<file path="src/sas_pkg.sv">
// Purpose: constants and types shared by the converter sequencer files
// Assumes: 8-bit register port, system clock 25 MHz
// Notes: offsets are the printed register addresses
package sas_pkg;
  localparam logic [7:0] SAS_OFS_CONFIG = 8'hA9;
  localparam logic [7:0] SAS_OFS_AMP = 8'hB9;
  localparam logic [7:0] SAS_OFS_RES_LO = 8'hBA;
  localparam logic [7:0] SAS_OFS_RES_HI = 8'hBB;
  localparam logic [7:0] SAS_OFS_CTRL = 8'hCE;
  localparam logic [7:0] SAS_RST_CONFIG = 8'h00;
  localparam logic [7:0] SAS_RST_AMP = 8'h00;
  localparam logic [7:0] SAS_RST_CTRL = 8'h00;
  // config fields
  localparam int SAS_CFG_PWR = 7;
  localparam int SAS_CFG_IRQE = 6;
  localparam int SAS_CFG_JUST = 5;
  localparam int SAS_CFG_TEMP = 4;
  localparam int SAS_CFG_VDIV = 3;
  localparam int SAS_CFG_DIV_LSB = 0;
  // control fields
  localparam int SAS_CTL_AVG_LSB = 5;
  localparam int SAS_CTL_CH_LSB = 2;
  localparam int SAS_CTL_FLAG = 1;
  localparam int SAS_CTL_TRIG = 0;
  // amplifier fields
  localparam int SAS_AMP_EN = 7;
  localparam int SAS_AMP_REF = 6;
  localparam int SAS_AMP_BIAS = 5;
  localparam int SAS_AMP_GND = 2;
  localparam int SAS_AMP_GAIN_LSB = 0;
  // conversion timing in converter clocks
  localparam logic [5:0] SAS_CONV_LAST = 6'h3F;
  localparam logic [3:0] SAS_SUB_LAST = 4'hF;
  localparam int SAS_CHAN_COUNT = 8;
  localparam logic [2:0] SAS_CHAN_FIRST_RSVD = 3'h6;
  localparam int SAS_POWER_UP_US = 20;
  localparam int SAS_CLK_MHZ = 25;
  localparam int SAS_POWER_UP_CYC = SAS_POWER_UP_US * SAS_CLK_MHZ;

  typedef enum logic [1:0] {
    SAS_IDLE = 2'b00,
    SAS_CONV = 2'b01,
    SAS_STORE = 2'b11
  } sas_state_t;
endpackage : sas_pkg

</file>
<file path="src/sas_core_if.sv">
// Purpose: link between sequencer and its clock divider and SAR step engine
// Assumes: one clock domain
// Notes: none
`timescale 1ns/1ps
`default_nettype none
interface sas_core_if;
  logic run;
  logic [2:0] div_sel;
  logic conv_tick;
  logic start;
  logic busy;
  logic done;
  logic [11:0] sample;
  logic [11:0] result;
  logic cmp_in;
  modport seq(output run, output div_sel, input conv_tick, output start, input busy,
    input done, input result);
  modport clk_div(input run, input div_sel, output conv_tick);
  modport sar(input run, input conv_tick, input start, output busy, output done,
    output result, input cmp_in, output sample);
  modport ana(input sample, output cmp_in);
endinterface : sas_core_if
`default_nettype wire

</file>
<file path="src/sas_clk_div.sv">
// Purpose: converter clock tick generator
// Assumes: divider held cleared while converter powered down
// Notes: tick is one system clock wide, once per converter period
`timescale 1ns/1ps
`default_nettype none
module sas_clk_div
  import sas_pkg::*;
(
  // clock and reset
  input wire logic clk_sys,
  input wire logic sys_rst,
  // sequencer side
  sas_core_if.clk_div cif
);
  logic [7:0] count;
  logic [7:0] next_count;
  logic [7:0] limit;

  always_comb begin
    limit = 8'(({1'b0, 8'hFF} >> (3'h7 - cif.div_sel)));
    next_count = count + 8'h01;
    // a smaller divider written mid-count must not wrap through 255
    if (!cif.run || count >= limit) begin
      next_count = 8'h00;
    end
  end

  // period is 2^(div+1) system clocks
  assign cif.conv_tick = cif.run && (count == limit);

  always_ff @(posedge clk_sys) begin
    if (sys_rst) begin
      count <= 8'h00;
    end else begin
      count <= next_count;
    end
  end
endmodule : sas_clk_div
`default_nettype wire

</file>
<file path="src/sas_sar_engine.sv">
// Purpose: one 64-clock SAR conversion in four 16-clock sub-conversions
// Assumes: comparator answers within one converter clock
// Notes: each sub-conversion resolves 12 bits, result is the average of the four
`timescale 1ns/1ps
`default_nettype none
module sas_sar_engine
  import sas_pkg::*;
(
  // clock and reset
  input wire logic clk_sys,
  input wire logic sys_rst,
  // sequencer side
  sas_core_if.sar cif
);
  logic [5:0] step;
  logic [5:0] next_step;
  logic active;
  logic next_active;
  logic [11:0] trial;
  logic [11:0] next_trial;
  logic [13:0] acc;
  logic [13:0] next_acc;
  logic [11:0] res;
  logic [11:0] next_res;
  logic fin;
  logic next_fin;
  logic [3:0] sub;
  logic [3:0] bitn;

  assign sub = step[3:0];
  assign bitn = 4'hB - sub;

  always_comb begin
    next_step = step;
    next_active = active;
    next_trial = trial;
    next_acc = acc;
    next_res = res;
    next_fin = 1'b0;
    if (cif.start && !active) begin
      next_active = 1'b1;
      next_step = 6'h00;
      next_acc = 14'h0000;
      next_trial = 12'h800;
    end else if (active && cif.conv_tick) begin
      // steps 0..11 decide bits, 12..15 settle
      if (sub < 4'hC) begin
        if (!cif.cmp_in) begin
          next_trial[bitn] = 1'b0;
        end
        if (sub != 4'hB) begin
          next_trial[bitn - 4'h1] = 1'b1;
        end
      end
      if (sub == SAS_SUB_LAST) begin
        next_acc = acc + {2'b00, trial};
        next_trial = 12'h800;
      end
      next_step = step + 6'h01;
      if (step == SAS_CONV_LAST) begin
        next_active = 1'b0;
        next_fin = 1'b1;
        next_res = 12'((acc + {2'b00, trial}) >> 2);
      end
    end
    // power-down abandons a conversion in flight
    if (!cif.run) begin
      next_active = 1'b0;
      next_step = 6'h00;
      next_fin = 1'b0;
    end
  end

  assign cif.busy = active;
  assign cif.done = fin;
  assign cif.result = res;
  assign cif.sample = trial;

  always_ff @(posedge clk_sys) begin
    if (sys_rst) begin
      step <= 6'h00;
      active <= 1'b0;
      trial <= 12'h000;
      acc <= 14'h0000;
      res <= 12'h000;
      fin <= 1'b0;
    end else begin
      step <= next_step;
      active <= next_active;
      trial <= next_trial;
      acc <= next_acc;
      res <= next_res;
      fin <= next_fin;
    end
  end
endmodule : sas_sar_engine
`default_nettype wire

</file>
<file path="src/sas_sequencer.sv">
// Purpose: register file and conversion sequencing of the 12-bit SAR converter
// Assumes: register port strobes one cycle wide, never both at once
// Notes: read data valid the cycle after the read strobe
//
// Local design decision: the strobed register port.
`timescale 1ns/1ps
`default_nettype none
module sas_sequencer
  import sas_pkg::*;
(
  // clock and reset
  input wire logic clk_sys,
  input wire logic sys_rst,
  // register port
  input wire logic [7:0] reg_addr,
  input wire logic [7:0] reg_wdata,
  input wire logic reg_wr,
  input wire logic reg_rd,
  output logic [7:0] reg_rdata,
  // analog core
  input wire logic cmp_out,
  output logic [11:0] dac_code,
  output logic converter_power_on,
  output logic [7:0] channel_route,
  output logic thermal_sensor_enable,
  output logic supply_divider_enable,
  output logic [2:0] test_mode,
  output logic amp_enable,
  output logic fullscale_ref_select,
  output logic amp_bias_ref_select,
  output logic amp_input_ground,
  output logic [1:0] amp_gain,
  // interrupt request
  output logic done_irq
);
  sas_core_if cif();

  logic [7:0] cfg;
  logic [7:0] next_cfg;
  logic [7:0] amp;
  logic [7:0] next_amp;
  logic [2:0] avg_sel;
  logic [2:0] next_avg_sel;
  logic [2:0] chan_sel;
  logic [2:0] next_chan_sel;
  logic trig;
  logic next_trig;
  logic flag;
  logic next_flag;
  logic [11:0] result;
  logic [11:0] next_result;
  logic [3:0] avg_cnt;
  logic [3:0] next_avg_cnt;
  logic [14:0] avg_acc;
  logic [14:0] next_avg_acc;
  logic [11:0] pend;
  logic [11:0] next_pend;
  logic pend_valid;
  logic next_pend_valid;
  sas_state_t state;
  sas_state_t next_state;
  logic [7:0] rdata;
  logic [7:0] next_rdata;
  logic [7:0] res_hi;
  logic [7:0] res_lo;
  logic [3:0] avg_total;
  logic [11:0] avg_value;
  logic wr_cfg;
  logic wr_amp;
  logic wr_ctl;
  logic rd_lo;
  logic irq;
  logic next_irq;

  sas_clk_div u_clk_div (
    .clk_sys(clk_sys),
    .sys_rst(sys_rst),
    .cif(cif.clk_div)
  );

  sas_sar_engine u_sar (
    .clk_sys(clk_sys),
    .sys_rst(sys_rst),
    .cif(cif.sar)
  );

  assign cif.cmp_in = cmp_out;
  assign dac_code = cif.sample;
  assign cif.run = cfg[SAS_CFG_PWR];
  assign cif.div_sel = cfg[SAS_CFG_DIV_LSB +: 3];
  assign cif.start = (state == SAS_CONV) && !cif.busy && !cif.done;

  // register port decode
  always_comb begin
    wr_cfg = 1'b0;
    wr_amp = 1'b0;
    wr_ctl = 1'b0;
    if (reg_wr && reg_addr == SAS_OFS_CONFIG) begin
      wr_cfg = 1'b1;
    end else if (reg_wr && reg_addr == SAS_OFS_AMP) begin
      wr_amp = 1'b1;
    end else if (reg_wr && reg_addr == SAS_OFS_CTRL) begin
      wr_ctl = 1'b1;
    end
  end
  assign rd_lo = reg_rd && (reg_addr == SAS_OFS_RES_LO);

  // result formatting
  always_comb begin
    if (cfg[SAS_CFG_JUST]) begin
      res_hi = result[11:4];
      res_lo = {result[3:0], 4'h0};
    end else begin
      res_hi = {4'h0, result[11:8]};
      res_lo = result[7:0];
    end
  end

  // read data, one cycle after the strobe
  always_comb begin
    next_rdata = 8'h00;
    if (reg_rd) begin
      if (reg_addr == SAS_OFS_CONFIG) begin
        next_rdata = cfg;
      end else if (reg_addr == SAS_OFS_AMP) begin
        next_rdata = 8'h00;
      end else if (reg_addr == SAS_OFS_RES_LO) begin
        next_rdata = res_lo;
      end else if (reg_addr == SAS_OFS_RES_HI) begin
        next_rdata = res_hi;
      end else if (reg_addr == SAS_OFS_CTRL) begin
        next_rdata = {avg_sel, chan_sel, flag, trig};
      end
    end
  end

  // averaging count: 1, 2, 4 or 8; test codes convert once
  always_comb begin
    if (avg_sel[2]) begin
      avg_total = 4'h1;
    end else begin
      avg_total = 4'(4'h1 << avg_sel[1:0]);
    end
    avg_value = 12'((avg_acc + {3'b000, cif.result}) >> (avg_sel[2] ? 2'd0 : avg_sel[1:0]));
  end

  // configuration and control
  always_comb begin
    next_cfg = cfg;
    next_amp = amp;
    next_avg_sel = avg_sel;
    next_chan_sel = chan_sel;
    next_trig = trig;
    if (wr_cfg) begin
      next_cfg = reg_wdata;
    end
    if (wr_amp) begin
      next_amp = reg_wdata & 8'hE7;
    end
    if (wr_ctl) begin
      next_avg_sel = reg_wdata[SAS_CTL_AVG_LSB +: 3];
      next_chan_sel = reg_wdata[SAS_CTL_CH_LSB +: 3];
      if (reg_wdata[SAS_CTL_TRIG] && next_cfg[SAS_CFG_PWR]) begin
        next_trig = 1'b1;
      end
    end
    if (state == SAS_STORE) begin
      next_trig = 1'b0;
    end
    if (!next_cfg[SAS_CFG_PWR]) begin
      next_trig = 1'b0;
    end
  end

  // conversion sequence
  always_comb begin
    next_state = state;
    next_avg_cnt = avg_cnt;
    next_avg_acc = avg_acc;
    next_pend = pend;
    next_pend_valid = pend_valid;
    next_result = result;
    next_flag = flag;
    next_irq = 1'b0;
    if (rd_lo) begin
      next_flag = 1'b0;
    end
    case (state)
      SAS_IDLE: begin
        next_avg_cnt = 4'h0;
        next_avg_acc = 15'h0000;
        if (trig && cfg[SAS_CFG_PWR]) begin
          next_state = SAS_CONV;
        end
      end
      SAS_CONV: begin
        if (cif.done) begin
          // the selected channel finishes its averaging before the result is stored
          if (avg_cnt + 4'h1 == avg_total) begin
            next_pend = avg_value;
            next_pend_valid = 1'b1;
            next_state = SAS_STORE;
          end else begin
            next_avg_cnt = avg_cnt + 4'h1;
            next_avg_acc = avg_acc + {3'b000, cif.result};
          end
        end
      end
      SAS_STORE: begin
        next_state = SAS_IDLE;
      end
      default: begin
        next_state = SAS_IDLE;
      end
    endcase
    if (pend_valid && !flag) begin
      next_result = pend;
      next_pend_valid = 1'b0;
      next_flag = 1'b1;
      next_irq = cfg[SAS_CFG_IRQE];
    end
    if (!cfg[SAS_CFG_PWR]) begin
      next_state = SAS_IDLE;
    end
  end

  // analog control outputs
  always_comb begin
    channel_route = 8'h00;
    if (chan_sel < SAS_CHAN_FIRST_RSVD) begin
      channel_route[chan_sel] = cfg[SAS_CFG_PWR];
    end
  end
  assign converter_power_on = cfg[SAS_CFG_PWR];
  assign thermal_sensor_enable = cfg[SAS_CFG_TEMP];
  assign supply_divider_enable = cfg[SAS_CFG_VDIV];
  assign test_mode = avg_sel[2] ? avg_sel : 3'h0;
  assign amp_enable = amp[SAS_AMP_EN];
  assign fullscale_ref_select = amp[SAS_AMP_REF];
  assign amp_bias_ref_select = amp[SAS_AMP_BIAS];
  assign amp_input_ground = amp[SAS_AMP_GND];
  assign amp_gain = amp[SAS_AMP_GAIN_LSB +: 2];
  assign reg_rdata = rdata;
  assign done_irq = irq;

  always_ff @(posedge clk_sys) begin
    if (sys_rst) begin
      cfg <= SAS_RST_CONFIG;
      amp <= SAS_RST_AMP;
      avg_sel <= 3'h0;
      chan_sel <= 3'h0;
      trig <= 1'b0;
      flag <= 1'b0;
      result <= 12'h000;
      avg_cnt <= 4'h0;
      avg_acc <= 15'h0000;
      pend <= 12'h000;
      pend_valid <= 1'b0;
      state <= SAS_IDLE;
      rdata <= 8'h00;
      irq <= 1'b0;
    end else begin
      cfg <= next_cfg;
      amp <= next_amp;
      avg_sel <= next_avg_sel;
      chan_sel <= next_chan_sel;
      trig <= next_trig;
      flag <= next_flag;
      result <= next_result;
      avg_cnt <= next_avg_cnt;
      avg_acc <= next_avg_acc;
      pend <= next_pend;
      pend_valid <= next_pend_valid;
      state <= next_state;
      rdata <= next_rdata;
      irq <= next_irq;
    end
  end
endmodule : sas_sequencer
`default_nettype wire

</file>
<file path="config.mk">
export PLATFORM = sky130hd
export DESIGN_NAME = sas_sequencer
export DESIGN_NICKNAME = d
export VERILOG_FILES = /design/src/sas_pkg.sv /design/src/sas_core_if.sv /design/src/sas_clk_div.sv /design/src/sas_sar_engine.sv /design/src/sas_sequencer.sv
export SDC_FILE = /design/constraint.sdc
export NUM_CORES = 1
export LEC_CHECK = 0
export ABC_AREA = 1
export ABC_CLOCK_PERIOD_IN_PS = 3050
export BUFFER_PORTS_ARGS = -buffer_cell sky130_fd_sc_hd__buf_2
export CAP_MARGIN = 25
export CORE_ASPECT_RATIO = 0.5
export CORE_UTILIZATION = 35
export DETAILED_ROUTE_END_ITERATION = 16
export GPL_TIMING_DRIVEN = 0
export PLACE_DENSITY = 0.5
export SYNTH_ARGS = -nofsm -noshare
export SYNTH_HDL_FRONTEND = slang
export SYNTH_SLANG_ARGS = --single-unit
</file>
<file path="constraint.sdc">
create_clock -name clk_sys -period 3.05 [get_ports clk_sys]
set_input_delay 0.61 -clock clk_sys [delete_from_list [all_inputs] [get_ports clk_sys]]
set_output_delay 0.61 -clock clk_sys [all_outputs]
set_load 0.005 [all_outputs]
</file>
Word level (Yosys, flattened, before mapping)
Cells that the tools add are included.
{"block": "totals", "in_bits": 21, "output_inout_bits": 41, "register_bits": 131, "wordCells": 163}
{"block": "classes", "n_lt_le_gt_ge": 9, "muxes": 49, "bitwise_logic": 10, "n_eq_ne": 16, "addsub": 8, "shift": 3, "n_reduce_logical": 45}
{"op": "$mux W12", "n": 9}
{"op": "$mux W8", "n": 9}
{"op": "$eq A8 B8 Y1 const B", "n": 5}
{"op": "$mux W15", "n": 2}
{"op": "$pmux W15 S2", "n": 1}
{"op": "$add A15 B12 Y15", "n": 1}
{"op": "$logic_and A1 B1 Y1", "n": 15}
{"op": "$mux W1", "n": 15}
{"op": "$shr A15 B2 Y12", "n": 1}
{"op": "$add A14 B12 Y14", "n": 1}
{"op": "$and A12 B12 Y12", "n": 1}
{"op": "$mux W4", "n": 3}
{"op": "$not A12 Y12", "n": 1}
{"op": "$or A12 B12 Y12", "n": 1}
{"op": "$reduce_and A3 Y1", "n": 4}
{"op": "$reduce_or A2 Y1", "n": 6}
{"op": "$lt A4 B5 Y1 const B", "n": 2}
{"op": "$reduce_and A2 Y1", "n": 5}
{"op": "$reduce_bool A2 Y1", "n": 5}
{"op": "$add A8 B1 Y8 const B", "n": 1}
{"op": "$and A8 B8 Y8", "n": 1}
{"op": "$demux W1 S4", "n": 2}
{"op": "$eq A8 B8 Y1", "n": 1}
{"op": "$ge A4 B1 Y1 const B", "n": 2}
{"op": "other kinds (32)", "n": 46}

Longest topological paths before layout
Gate-level depths: netlist of the first run.
{"block": "logic_depth", "ltp_word": 17, "mapped_depth": 15, "depth_no_buf": 15}

Hierarchy
A second synthesis of the first run with hierarchy kept.
{"block": "unflattened", "hier_cells": 1218, "area_unflattened_um2": 7876.3}
{"mod": "sas_sequencer", "area_each_um2": 4480.5, "cells_each": 697, "seq_area_each_um2": 1541.5, "instances": 1}
{"mod": "sas_sar_engine", "area_each_um2": 2854.0, "cells_each": 450, "seq_area_each_um2": 920.9, "instances": 1}
{"mod": "sas_clk_div", "area_each_um2": 541.8, "cells_each": 71, "seq_area_each_um2": 160.2, "instances": 1}

Least setup slack after synthesis of the first run
No wires, ideal clock.
{"block": "synth_path", "path_kind": "reg-to-reg", "start": "reg u_sar.trial[0] (netlist: u_sar.cif.sample[0])", "end": "reg u_sar.acc[8]", "synth_period_minus_slack_ns": 1.968, "path_stages_with_launch": 10, "setup_ns": 0.115, "path_slack_ns": 1.082, "required_ns": 2.935, "t_arrival_ns": 1.853, "n_path_buf": 0, "path_cell_list": "dfxtp_1 > ha_1 > fa_1 > nand3_1 > nand2_1 > a21boi_0 > o21ai_0 > xor2_1 > o21ai_0 > inv_1"}
{"block": "synth_via", "elab_chain_len": 1}
{"item": "start: declaration", "line": "sas_sar_engine.sv:19", "text": "logic [11:0] trial;"}
{"item": "start signal: assignment", "line": "sas_sar_engine.sv:90", "text": "trial <= next_trial;"}
{"item": "$add A14 B12 Y14", "line": "sas_sar_engine.sv:56", "text": "next_acc = acc + {2'b00, trial};"}
{"item": "end signal: assignment", "line": "sas_sar_engine.sv:91", "text": "acc <= next_acc;"}
{"item": "end: declaration", "line": "sas_sar_engine.sv:21", "text": "logic [13:0] acc;"}
Every way passes these cells.
A chain may end at the register's enable or synchronous reset.

Worst setup path after layout of the first run
{"block": "layout_path", "start": "reg cfg[1]", "end": "reg u_sar.res[8] (netlist: u_sar.cif.result[8])"}
{"block": "layout_via", "elab_chain_len": 6}
{"item": "start: declaration", "line": "sas_sequencer.sv:38", "text": "logic [7:0] cfg;"}
{"item": "start signal: assignment", "line": "sas_sequencer.sv:263", "text": "cfg <= next_cfg;"}
{"item": "$sub A3 B3 Y3", "line": "sas_clk_div.sv:20", "text": "limit = 8'(({1'b0, 8'hFF} >> (3'h7 - cif.div_sel)));"}
{"item": "$shr A8 B3 Y8", "line": "sas_clk_div.sv:20"}
{"item": "$eq A8 B8 Y1", "line": "sas_clk_div.sv:29", "text": "assign cif.conv_tick = cif.run && (count == limit);"}
{"item": "$logic_and A1 B1 Y1", "line": "sas_clk_div.sv:29"}
{"item": "$logic_and A1 B1 Y1", "line": "sas_sar_engine.sv:45", "text": "end else if (active && cif.conv_tick) begin"}
{"item": "$reduce_and A3 Y1 (no source line)"}
{"item": "end signal: assignment", "line": "sas_sar_engine.sv:92", "text": "res <= next_res;"}
{"item": "end: declaration", "line": "sas_sar_engine.sv:23", "text": "logic [11:0] res;"}
Every way passes these cells.

==> results of run 1 <==
[metal layers]
layer  up-vias  routed length [µm]  global-route usage
met3        21                 854             0.03309
met2       161                8562              0.2890
met5         -                   0                   0
met4         0                 234             0.04849
met1      3307               11330              0.2873
li1       3892                   -                   -
[flip-flops by register name, summed over array words and instances, names as in the netlist, 2 cells and up]
| name | count |
|---|---|
| chan_sel | 3 |
| u_sar.cif.result | 12 |
| state | 2 |
| avg_acc | 15 |
| u_sar.cif.sample | 12 |
| u_sar.acc | 14 |
| amp | 6 |
| u_sar.step | 6 |
| cfg | 8 |
| pend | 12 |
| result | 12 |
| reg_rdata | 8 |
| avg_sel | 3 |
| avg_cnt | 4 |
| u_clk_div.count | 8 |
[stage by stage]
stage          std cells  utilization  power (mW)  setup slack (ns)
2_1_floorplan       1156            -       1.788             1.082
3_3_place_gp        1506       0.3946       1.824            0.5141
3_5_place_dp        1506       0.3946       1.824            0.5372
4_1_cts             1538       0.4268       4.189            0.7032
5_1_grt             1538       0.4268       4.277            0.4168
6_report            1538       0.4268       4.145            0.6987
[report_power, final]
part	total, mW	internal (mW)	switching [mW]	leakage, nW
Clock	2.36	1.56	0.802	0.320
Sequential	1.71	1.71	0.000544	1.05
Combinational	0.0745	0.0214	0.0531	2.68
[layout by cell type, fill, tap and decap left out, types with 5 or more instances in the layout]
master / instances
xnor2_1: 13
a211oi_1: 8
buf_2: 65
nor2_1: 136
nand3_1: 92
nand2_1: 257
nor3_1: 12
ha_1: 42
inv_1: 171
o21ai_0: 82
clkbuf_1: 21
clkbuf_16: 17
o22ai_1: 15
buf_4: 5
o21ai_1: 7
dfxtp_1: 131
bufinv_16: 6
xor2_1: 6
inv_2: 6
a21oi_1: 96
nand4_1: 9
[worst max-delay path, cell delays in order, from the launching register on]
cell and delay, ns:
dfxtp_1 0.48, o21ai_0 0.12, ha_1 0.30, nand2_1 0.10, nor2_1 0.19, nand3_1 0.22, inv_1 0.10, nand2_1 0.13
inv_1 0.10, buf_2 0.24, nand3_1 0.14, nand2_1 0.08, inv_1 0.03
[layout make-up]
| type | count | area [µm²] | area share |
|---|---|---|---|
| Tap cell | 292 | 365.4 | 0.04100 |
| Clock inverter | 13 | 230.2 | 0.02584 |
| Inverter | 178 | 668.1 | 0.07498 |
| Timing Repair Buffer | 58 | 290.3 | 0.03258 |
| Clock buffer | 19 | 442.9 | 0.04971 |
| Multi-Input combinational cell | 812 | 4125 | 0.4629 |
| Sequential cell | 131 | 2623 | 0.2943 |
| Buffer | 35 | 166.4 | 0.01867 |
[worst paths after layout]
path / startpoint / end / cells past startpoint
setup / recovery: cfg[1]$_SDFFE_PP0P_ / u_sar.cif.result[8]$_SDFFE_PP0P_ / 12
hold / removal: reg_wdata[4] / cfg[4]$_SDFFE_PP0P_ / 3
setup reg to reg: cfg[1]$_SDFFE_PP0P_ / u_sar.cif.result[8]$_SDFFE_PP0P_ / 12
hold reg to reg: amp[5]$_SDFFE_PP0P_ / amp[5]$_SDFFE_PP0P_ / 2
[kinds of logic (layout without fill, tap and decap cells)]
group                      count (synthesis)  count (layout)  share of synthesized area
other                                      1               2                  0.0004948
and+or+nand+nor                          523             523                     0.2883
AOI/OAI and AO/OA                        223             223                     0.1572
xor gates and xnor gates                  19              19                    0.02196
buffers and inverters                    213             303                     0.1101
adders and majority gates                 44              44                    0.07462
DFF                                      131             131                     0.3460
muxes                                      1               1                   0.001321
==> run metrics, run 1 <==
final worst-path cycle share 0.7709; CTS clk-pin slew, worst paths 0.06 ns; syn_area_per_cell 6.561 µm²; critical path class reg2reg; DRT iter0 DRCs 505; vias in the first global route 6788; Vias 7381; die area 0.02228 mm²; Arrival @ worst endpoint 2.66 ns; Final Hold Slack 0.4433 ns; Hold Buf Count CTS 0; P_leak 4.057 nW; register bit total from synthesis 131; Max FO, Critical Path 10; die width 210.1 µm; relative slew slack 0.5124; row cnt 37; Tot GR Track Use 0.1943; Power Density 465.2 mW/mm²; synthesized instance count 1155; synth top area cells dfxtp_1 35%, nand2_1 13%, inv_1 8.5%; critical path data required time 3.36 ns; drt wl/cell 13.64 µm; placed cell area 0.008238 mm²; fin crit period 2.351 ns; CTS buffer count 17; area leader, netlist dfxtp_1; Die Ht 106.1 µm; first-pass GRT wire length 34380 µm; Pre-Repair DR Iteration Count 5; Layout fillers 2248; DP HPWL 16500 µm; Yosys Warn Count 0; Core Box Area 0.02088 mm²; Max Root-Sink Buffers 2; endpoint type of the worst setup path flip-flop; share of cells above drive strength 1 0.09390; IR drop worst, VDD 0.3199 mV; Post-Syn Area 0.007579 mm²; CTS tree built; final hold violations 0; Via density 4.799; DRT antenna net count 0; fin. max-slew vios 0; number of flops mapped to enable cells by yosys 0; drt drc 0; Max Cap Viol 0; Yosys cell types 43; residual overflow from global routing 0; Final Net Count 1298; post-route cell area 0.008911 mm²; Total Wirelength 20980 µm; final setup skew 0.01194 ns; post-cts resize count 0; largest net degree at the start of global routing 17; Post-synth top cells 257 x nand2_1, 171 x inv_1, 136 x nor2_1; H-tree depth 4; worst-margin pin slew 0.7259 ns; clk_lat worst skew 0.42 ns; Ant. Diodes 0; Starting Density 0.3630; worst min-delay path class in2reg; Seq/Total Area, Yosys 0.3460; Sink Count 131; GP Congestion 0.8871; Yosys top cell area share 0.3460; CP startpoint kind flip-flop; Fmax 0.4253 GHz; IO buf count 58; Area growth, synth to finish 17.58%; initial antenna violation count 0; Total Neg Setup Slack 0 ns; ys async rst share 0; Post-CTS Setup Bufs 0; RSZ-0062 raised after global routing false; r2r setup slk 0.70 ns; status finished clean; I/O pin count 62; top-count cell post-synth nand2_1; setup violators final 0; Post-synth top flop dfxtp_1; Root Buffer clkbuf_16
Note: power is estimated with default switching activity, not from simulation.
==> run 2, diff against run 1 <==
- ABC_CLOCK_PERIOD_IN_PS: 3050 -> 1890
- PLACE_DENSITY: 0.5 -> 0.52
- clock period: 3.05 -> 1.89 ns (I/O delays scaled with it)
==> run 2 against run 1 <==
Net effect: core utilization rose by 4.3 points; the run now ends with negative setup slack left; critical path depth is 2 lower; sequential share of layout area down 2.3 points; cell count up 1.9%; clock power grew 44%; critical path type unchanged; maximum frequency increased by 19%; clock skew is 0.0011 ns lower; wire length grew 5.7%; sequential cell count is the same; hold slack got worse by 0.23 ns; worst setup slack worse by 0.79 ns; design area rose by 10%.
==> run metrics, run 2 (synthesis results as in run 1) <==
CP startpoint kind flip-flop (unchanged); fin. max-slew vios 0 (unchanged); Top Registers avg_acc (15), u_sar.acc (14) (unchanged); commonest non-fill, non-tap cells in the layout 239 x nand2_1, 159 x inv_1, 111 x dfxtp_1 (was 257 x nand2_1, 171 x inv_1, 136 x nor2_1); slowest CP cell dfxtp_4 (was dfxtp_1); critical path data required time 2.25 ns (was 3.36 ns); DRT iter0 DRCs 355 (was 505); die area 0.02228 mm² (unchanged); Ant. Diodes 0 (unchanged); Pre-Repair DR Iteration Count 5 (unchanged); RSZ-0062 raised after global routing true (was false); drt wl/cell 14.16 µm (was 13.64 µm); Cell Chain, Critical Path a21oi_2, ha_1, nand4_1, inv_2, nand3_4, nor2_4, buf_6, buf_4, o21ai_0, a21oi_1 (was o21ai_0, ha_1, nand2_1, nor2_1, nand3_1, inv_1, nand2_1, inv_1, buf_2, nand3_1, nand2_1, inv_1); Worst path top cell family by delay simple AND/OR/NAND/NOR gates (unchanged); Arrival @ worst endpoint 2.34 ns (was 2.66 ns); Power Density 641.4 mW/mm² (was 465.2 mW/mm²); Layout fillers 2151 (was 2248); IO buf count 58 (unchanged); final hold violations 0 (unchanged); Final Net Count 1327 (was 1298); Total Wirelength 22180 µm (was 20980 µm); residual overflow from global routing 0 (unchanged); relative slew slack 0.4424 (was 0.5124); Max FO, Critical Path 7 (was 10); row cnt 37 (unchanged); Vias 7623 (was 7381); IR drop worst, VDD 0.4626 mV (was 0.3199 mV); DP HPWL 16370 µm (was 16500 µm); largest net degree at the start of global routing 17 (unchanged); Die Ht 106.1 µm (unchanged); vias in the first global route 7017 (was 6788); max reg flops 15 (unchanged); CTS clk-pin slew, worst paths 0.06 ns (about the same); critical path buffer and inverter count 3 (was 4); setup violators final 29 (was 0); final setup skew 0.01084 ns (was 0.01194 ns); initial antenna violation count 0 (unchanged); worst min-delay path class in2reg (unchanged); H-tree depth 4 (unchanged); Total Neg Setup Slack -0.7292 ns (was 0 ns); Fmax 0.5047 GHz (was 0.4253 GHz); CTS tree built (unchanged); Sink Count 131 (unchanged); share of cells above drive strength 1 0.2306 (was 0.09390); CP peak stage delay 0.40 ns (was 0.48 ns); Core Box Area 0.02088 mm² (unchanged); post-place setup slack -0.4603 ns (was 0.5372 ns); Max Root-Sink Buffers 2 (unchanged); CTS buffer count 17 (unchanged); status complete, but fails checks (was finished clean); Root Buffer clkbuf_16 (unchanged); DRT antenna net count 0 (unchanged); critical path class reg2reg (unchanged); GP Congestion 0.8731 (was 0.8871); worst-margin pin slew 0.8333 ns (was 0.7259 ns); Area growth, synth to finish 29.49% (was 17.58%); most flop-heavy register avg_acc (unchanged); I/O pin count 62 (unchanged); most common cell after layout, fill and taps aside nand2_1 (unchanged); Max Cap Viol 0 (unchanged); drt drc 0 (unchanged); final worst-path cycle share 1.048 (was 0.7709); failing checks negative setup slack; Starting Density 0.3630 (unchanged); worst setup margin -0.09123 ns (was 0.6987 ns); P_leak 4.258 nW (was 4.057 nW); fin crit period 1.981 ns (was 2.351 ns); Tot GR Track Use 0.1979 (was 0.1943); die width 210.1 µm (unchanged); first-pass GRT wire length 34780 µm (was 34380 µm); clk_lat worst skew 0.43 ns (was 0.42 ns); endpoint type of the worst setup path flip-flop (unchanged); Via density 4.865 (was 4.799)
[run 2: cell types whose count changed in the layout (fill, tap and decap cells not counted), sizes merged]
cell      change
buf          +28
inv           +1
clkinv        +2
clkinvlp      +1
bufinv        -3
[run 2: metal layers]
metal  vias up  routed length (µm)  GRT usage
met1      3493               11480     0.2851
met5         -                   0          0
met4         0                 434    0.06152
met2       149                9413     0.2956
li1       3951                   -          -
met3        30                 850    0.03811
[run 2: per-stage QoR]
stage / hold WS (ns) / cells / total power [mW] / utilization / instance area (µm²)
finish: 0.2139 / 1567 / 6.294 / 0.4700 / 9813
global route: 0.2113 / 1567 / 6.511 / 0.4700 / 9813
CTS: 0.2024 / 1543 / 6.363 / 0.4358 / 9099
detailed placement: 0.4578 / 1506 / 2.945 / 0.3947 / 8242
global placement: 0.4513 / 1506 / 2.945 / 0.3947 / 8242
floorplan: 0.4299 / 1156 / 2.885 / - / 7586
[run 2: tightest hold or removal path, cell delays in order]
cell and delay, ns:
buf_2 0.10, nor2_1 0.04, nor2_1 0.08
[run 2: power by group]
group / switching (mW) / internal (mW) / leakage, nW
combinational: 0.0905 / 0.0370 / 2.91
clock: 1.31 / 2.11 / 0.286
sequential: 0.000981 / 2.75 / 1.07
total: 1.40 / 4.90 / 4.26
[run 2: final cells by class]
| cell class | count | area, µm² | share of cell area |
|---|---|---|---|
| buffer | 35 | 222.7 | 0.02270 |
| clock buffer | 19 | 442.9 | 0.04514 |
| clock inverter | 13 | 157.7 | 0.01607 |
| inverter | 178 | 680.7 | 0.06936 |
| multi-input combinational | 812 | 4736 | 0.4826 |
| sequential | 131 | 2663 | 0.2713 |
| tap | 292 | 365.4 | 0.03723 |
| timing repair buffer | 86 | 539.3 | 0.05495 |
| timing repair inverter | 1 | 6.256 | 0.0006375 |
[run 2: what timing repair did]
item | in CTS | in global routing
pin swaps | 22 | 38
endpoints found under the setup margin | 73 | 96
hold buffers | 0 | 0
buffers inserted | 5 | 18
cloned | 0 | 6
resized for setup | 72 | 166
[run 2: path summary, 6_finish.rpt]
check                            from                         to  slack, ns  depth (start not counted)
hold reg to reg   amp[0]$_SDFFE_PP0P_        amp[0]$_SDFFE_PP0P_       0.47                          2
setup reg to reg  cfg[1]$_SDFFE_PP0P_  u_sar.acc[4]$_SDFFE_PP0P_      -0.09                         10
hold / removal           reg_wdata[4]        cfg[4]$_SDFFE_PP0P_       0.21                          3
setup / recovery  cfg[1]$_SDFFE_PP0P_  u_sar.acc[4]$_SDFFE_PP0P_      -0.09                         10
==> run 3, diff against run 2 <==
- ABC_AREA: 1 -> not set
- SETUP_SLACK_MARGIN: not set -> 0.5
==> run 3 against run 2 <==
Net effect: the run still ends with negative setup slack left; hold slack gained 0.0099 ns; via count shrank 5.0%; combinational power grew 28%; wire length grew 8.7%; sequential power is essentially flat; count of clock-buffer cells in the layout grew 2; critical path type unchanged; highest routed layer unchanged.
==> run metrics, run 3 <==
largest net degree at the start of global routing 17 (unchanged); DRT iter0 DRCs 437 (was 355); Yosys top cell area share 0.3631 (was 0.3460); sequential fraction of design power 0.433 (was 0.438); max reg flops 15 (unchanged); crit path launch u_sar.cif.result[0]$_SDFFE_PP0P_ (was cfg[1]$_SDFFE_PP0P_); Tot GR Track Use 0.2237 (was 0.1979); Via density 5.365 (was 4.865); worst setup margin -0.6391 ns (was -0.09123 ns); worst min-delay path class in2reg (unchanged); Switching Power 1.417 mW (was 1.398 mW); Core Box Area 0.01982 mm² (was 0.02088 mm²); worst-margin pin slew 0.7651 ns (was 0.8333 ns); Top Registers avg_acc (15), u_sar.acc (14) (unchanged); first-pass GRT wire length 36980 µm (was 34780 µm); most common cell after layout, fill and taps aside dfxtp_1 (was nand2_1); commonest non-fill, non-tap cells in the layout 106 x dfxtp_1, 100 x nand2_1, 70 x nor2_1 (was 239 x nand2_1, 159 x inv_1, 111 x dfxtp_1); Yosys Warn Count 0 (unchanged); Sink Count 131 (unchanged); r2r setup slk -0.64 ns (was -0.09 ns); status complete, but fails checks (unchanged); clock share of power 0.541 (was 0.542); drt wl/cell 17.86 µm (was 14.16 µm); final hold violations 0 (unchanged); most flop-heavy register avg_acc (unchanged); RSZ-0062 raised after global routing true (unchanged); I/O pin count 62 (unchanged); IR drop worst, VDD 0.5427 mV (was 0.4626 mV); Hold Crit Endpoint cfg[1]$_SDFFE_PP0P_ (was cfg[4]$_SDFFE_PP0P_); number of flops mapped to enable cells by yosys 0 (unchanged); Arrival @ worst endpoint 2.84 ns (was 2.34 ns); final worst-path cycle share 1.338 (was 1.048); fin crit period 2.529 ns (was 1.981 ns); Max Cap Viol 0 (unchanged); Max FO, Critical Path 3 (was 7); Fmax 0.3954 GHz (was 0.5047 GHz); CTS clk-pin slew, worst paths 0.06 ns (about the same); Comb pwr share 0.026 (was 0.020); hold wc startpoint reg_wdata[1] (was reg_wdata[4]); final setup skew 0.01203 ns (was 0.01084 ns); drt drc 0 (unchanged); synthesized instance count 910 (was 1155); Pre-Repair DR Iteration Count 5 (unchanged); GP Congestion 0.8328 (was 0.8731); register area 0.002676 mm² (was 0.002663 mm²); CP startpoint kind flip-flop (unchanged); relative slew slack 0.4899 (was 0.4424); die width 205.1 µm (was 210.1 µm); fin. max-slew vios 0 (unchanged); Post-synth top cells 147 x nand2_1, 131 x dfxtp_1, 100 x a21oi_1 (was 257 x nand2_1, 171 x inv_1, 136 x nor2_1); worst r2r src u_sar.cif.result[0]$_SDFFE_PP0P_ (was cfg[1]$_SDFFE_PP0P_); top-count cell post-synth nand2_1 (unchanged); critical path data required time 2.20 ns (was 2.25 ns); die area 0.02125 mm² (was 0.02228 mm²); DP HPWL 15580 µm (was 16370 µm); Core Util, Final 0.5681 (was 0.4700); Pint 4.927 mW (was 4.896 mW); CTS buffer count 17 (unchanged); cells on worst reg2reg path 12 (was 10); Post-Syn Area 0.007222 mm² (was 0.007579 mm²); Power Density 563.5 mW/mm² (was 641.4 mW/mm²); vias in the first global route 6788 (was 7017); endpoint type of the worst setup path flip-flop (unchanged); Sw Ratio 0.2234 (was 0.2222); H-tree depth 4 (unchanged); CTS tree built (unchanged); Vias 7243 (was 7623); R2R Path End pend[8]$_SDFFE_PP0P_ (was u_sar.acc[4]$_SDFFE_PP0P_); initial antenna violation count 0 (unchanged); IO buf count 58 (unchanged); hold path depth 3 (unchanged); area leader, netlist dfxtp_1 (unchanged); Root Buffer clkbuf_16 (unchanged); Multi-input gate area 0.005824 mm² (was 0.004736 mm²); Hold Buf Count CTS 0 (unchanged); row cnt 36 (was 37); critical path class reg2reg (unchanged); Total Wirelength 24110 µm (was 22180 µm); Yosys cell types 70 (was 43); syn_area_per_cell 7.936 µm² (was 6.561 µm²); Final Net Count 1137 (was 1327); Max Root-Sink Buffers 2 (unchanged); clk_lat worst skew 0.43 ns (about the same); register bit total from synthesis 131 (unchanged); Ant. Diodes 0 (unchanged); residual overflow from global routing 0 (unchanged); setup violators final 87 (was 29); Seq/Total Area, Yosys 0.3631 (was 0.3460); ys async rst share 0 (unchanged); Total Neg Setup Slack -31.01 ns (was -0.7292 ns); synth top area cells dfxtp_1 36%, nand2_1 7.6%, ha_1 7.3% (was dfxtp_1 35%, nand2_1 13%, inv_1 8.5%); DRT antenna net count 0 (unchanged); Die Ht 103.6 µm (was 106.1 µm); Starting Density 0.3644 (was 0.3630); share of cells above drive strength 1 0.4576 (was 0.2306); Layout fillers 1741 (was 2151); Post-synth top flop dfxtp_1 (unchanged); P_leak 4.468 nW (was 4.258 nW); failing checks negative setup slack (unchanged); Area growth, synth to finish 55.89% (was 29.49%)
-- run 3: cell count changes after synthesis, moves of 13 or more --
| cell | before | now |
|---|---|---|
| inv_1 | 171 | 25 |
| a22oi_1 | 2 | 18 |
| a31oi_1 | 3 | 19 |
| nand2_1 | 257 | 147 |
| nor2_1 | 136 | 76 |
| o21ai_0 | 82 | 33 |
| nand3_1 | 92 | 46 |
| clkbuf_1 | 20 | 33 |
-- run 3: worst max-delay path by stage --
stage / slack, ns / end / cells after the start
2_1_floorplan: -0.39 / u_sar.cif.result[5]$_SDFFE_PP0P_ / 12
3_3_place_gp: -0.86 / pend[7]$_SDFFE_PP0P_ / 11
3_5_place_dp: -0.85 / pend[7]$_SDFFE_PP0P_ / 11
4_1_cts: -0.63 / pend[8]$_SDFFE_PP0P_ / 12
5_1_grt: -0.73 / pend[7]$_SDFFE_PP0P_ / 11
6_report: -0.64 / pend[8]$_SDFFE_PP0P_ / 12
-- run 3: cells by family after synthesis --
| group | count (synthesis) | synth area share |
|---|---|---|
| and+or+nand+nor | 356 | 0.2299 |
| AOI/OAI and AO/OA | 242 | 0.2098 |
| DFF | 131 | 0.3631 |
| buffers and inverters | 80 | 0.04591 |
| adders and majority gates | 44 | 0.07831 |
| xor gates and xnor gates | 37 | 0.04487 |
| muxes | 19 | 0.02755 |
| other | 1 | 0.0005193 |
-- run 3: worst max-delay path: stages (launching register included) --
cell and delay (ns):
dfxtp_4 0.36, ha_4 0.16, inv_2 0.05, fa_2 0.22, nor2b_4 0.04, o31a_1 0.28, o31ai_4 0.28, o2111ai_2 0.20
xnor2_2 0.28, buf_4 0.17, nand2_1 0.06, a32oi_2 0.25, nand2_1 0.07
-- run 3: power by group through the flow --
stage	combinational, mW	sequential, mW	clock, mW
5_1_grt	0.174	2.75	3.62
3_3_place_gp	0.131	2.82	0
3_5_place_dp	0.131	2.82	0
2_1_floorplan	0.0602	2.82	0
6_report	0.163	2.75	3.43
4_1_cts	0.143	2.75	3.47
-- run 3: through the flow --
stage | total power, mW | hold WS (ns) | setup slack, ns | area [µm²] | instances
3_3_place_gp | 2.951 | 0.4401 | -0.8587 | 8293 | 1235
4_1_cts | 6.366 | 0.2116 | -0.6254 | 10240 | 1327
5_1_grt | 6.545 | 0.2082 | -0.7275 | 11260 | 1350
2_1_floorplan | 2.880 | 0.4270 | -0.3921 | 7670 | 911
6_report | 6.344 | 0.2238 | -0.6391 | 11260 | 1350
3_5_place_dp | 2.951 | 0.4445 | -0.8529 | 8293 | 1235
-- run 3: metal layers --
metal / track usage / up-vias / share of wire
met4: 0.05661 / 0 / 0.011
met1: 0.3288 / 3484 / 0.49
met2: 0.3359 / 177 / 0.45
met3: 0.03713 / 21 / 0.048
met5: 0 / - / 0
li1: - / 3561 / -
-- run 3: what timing repair did --
action / CTS / global route
gates resized for setup: 201 / 192
buffers inserted: 53 / 21
gates cloned: 8 / 2
endpoints found under the setup margin: 138 / 135
pin swaps: 76 / 90
-- run 3: area by class of cell --
type / instances / area share
multi-input combinational: 700 / 0.5173
clock buffer: 21 / 0.04090
inverter: 25 / 0.008335
sequential: 131 / 0.2377
tap: 266 / 0.02956
buffer: 55 / 0.04479
timing repair buffer: 142 / 0.1097
clock inverter: 10 / 0.01167
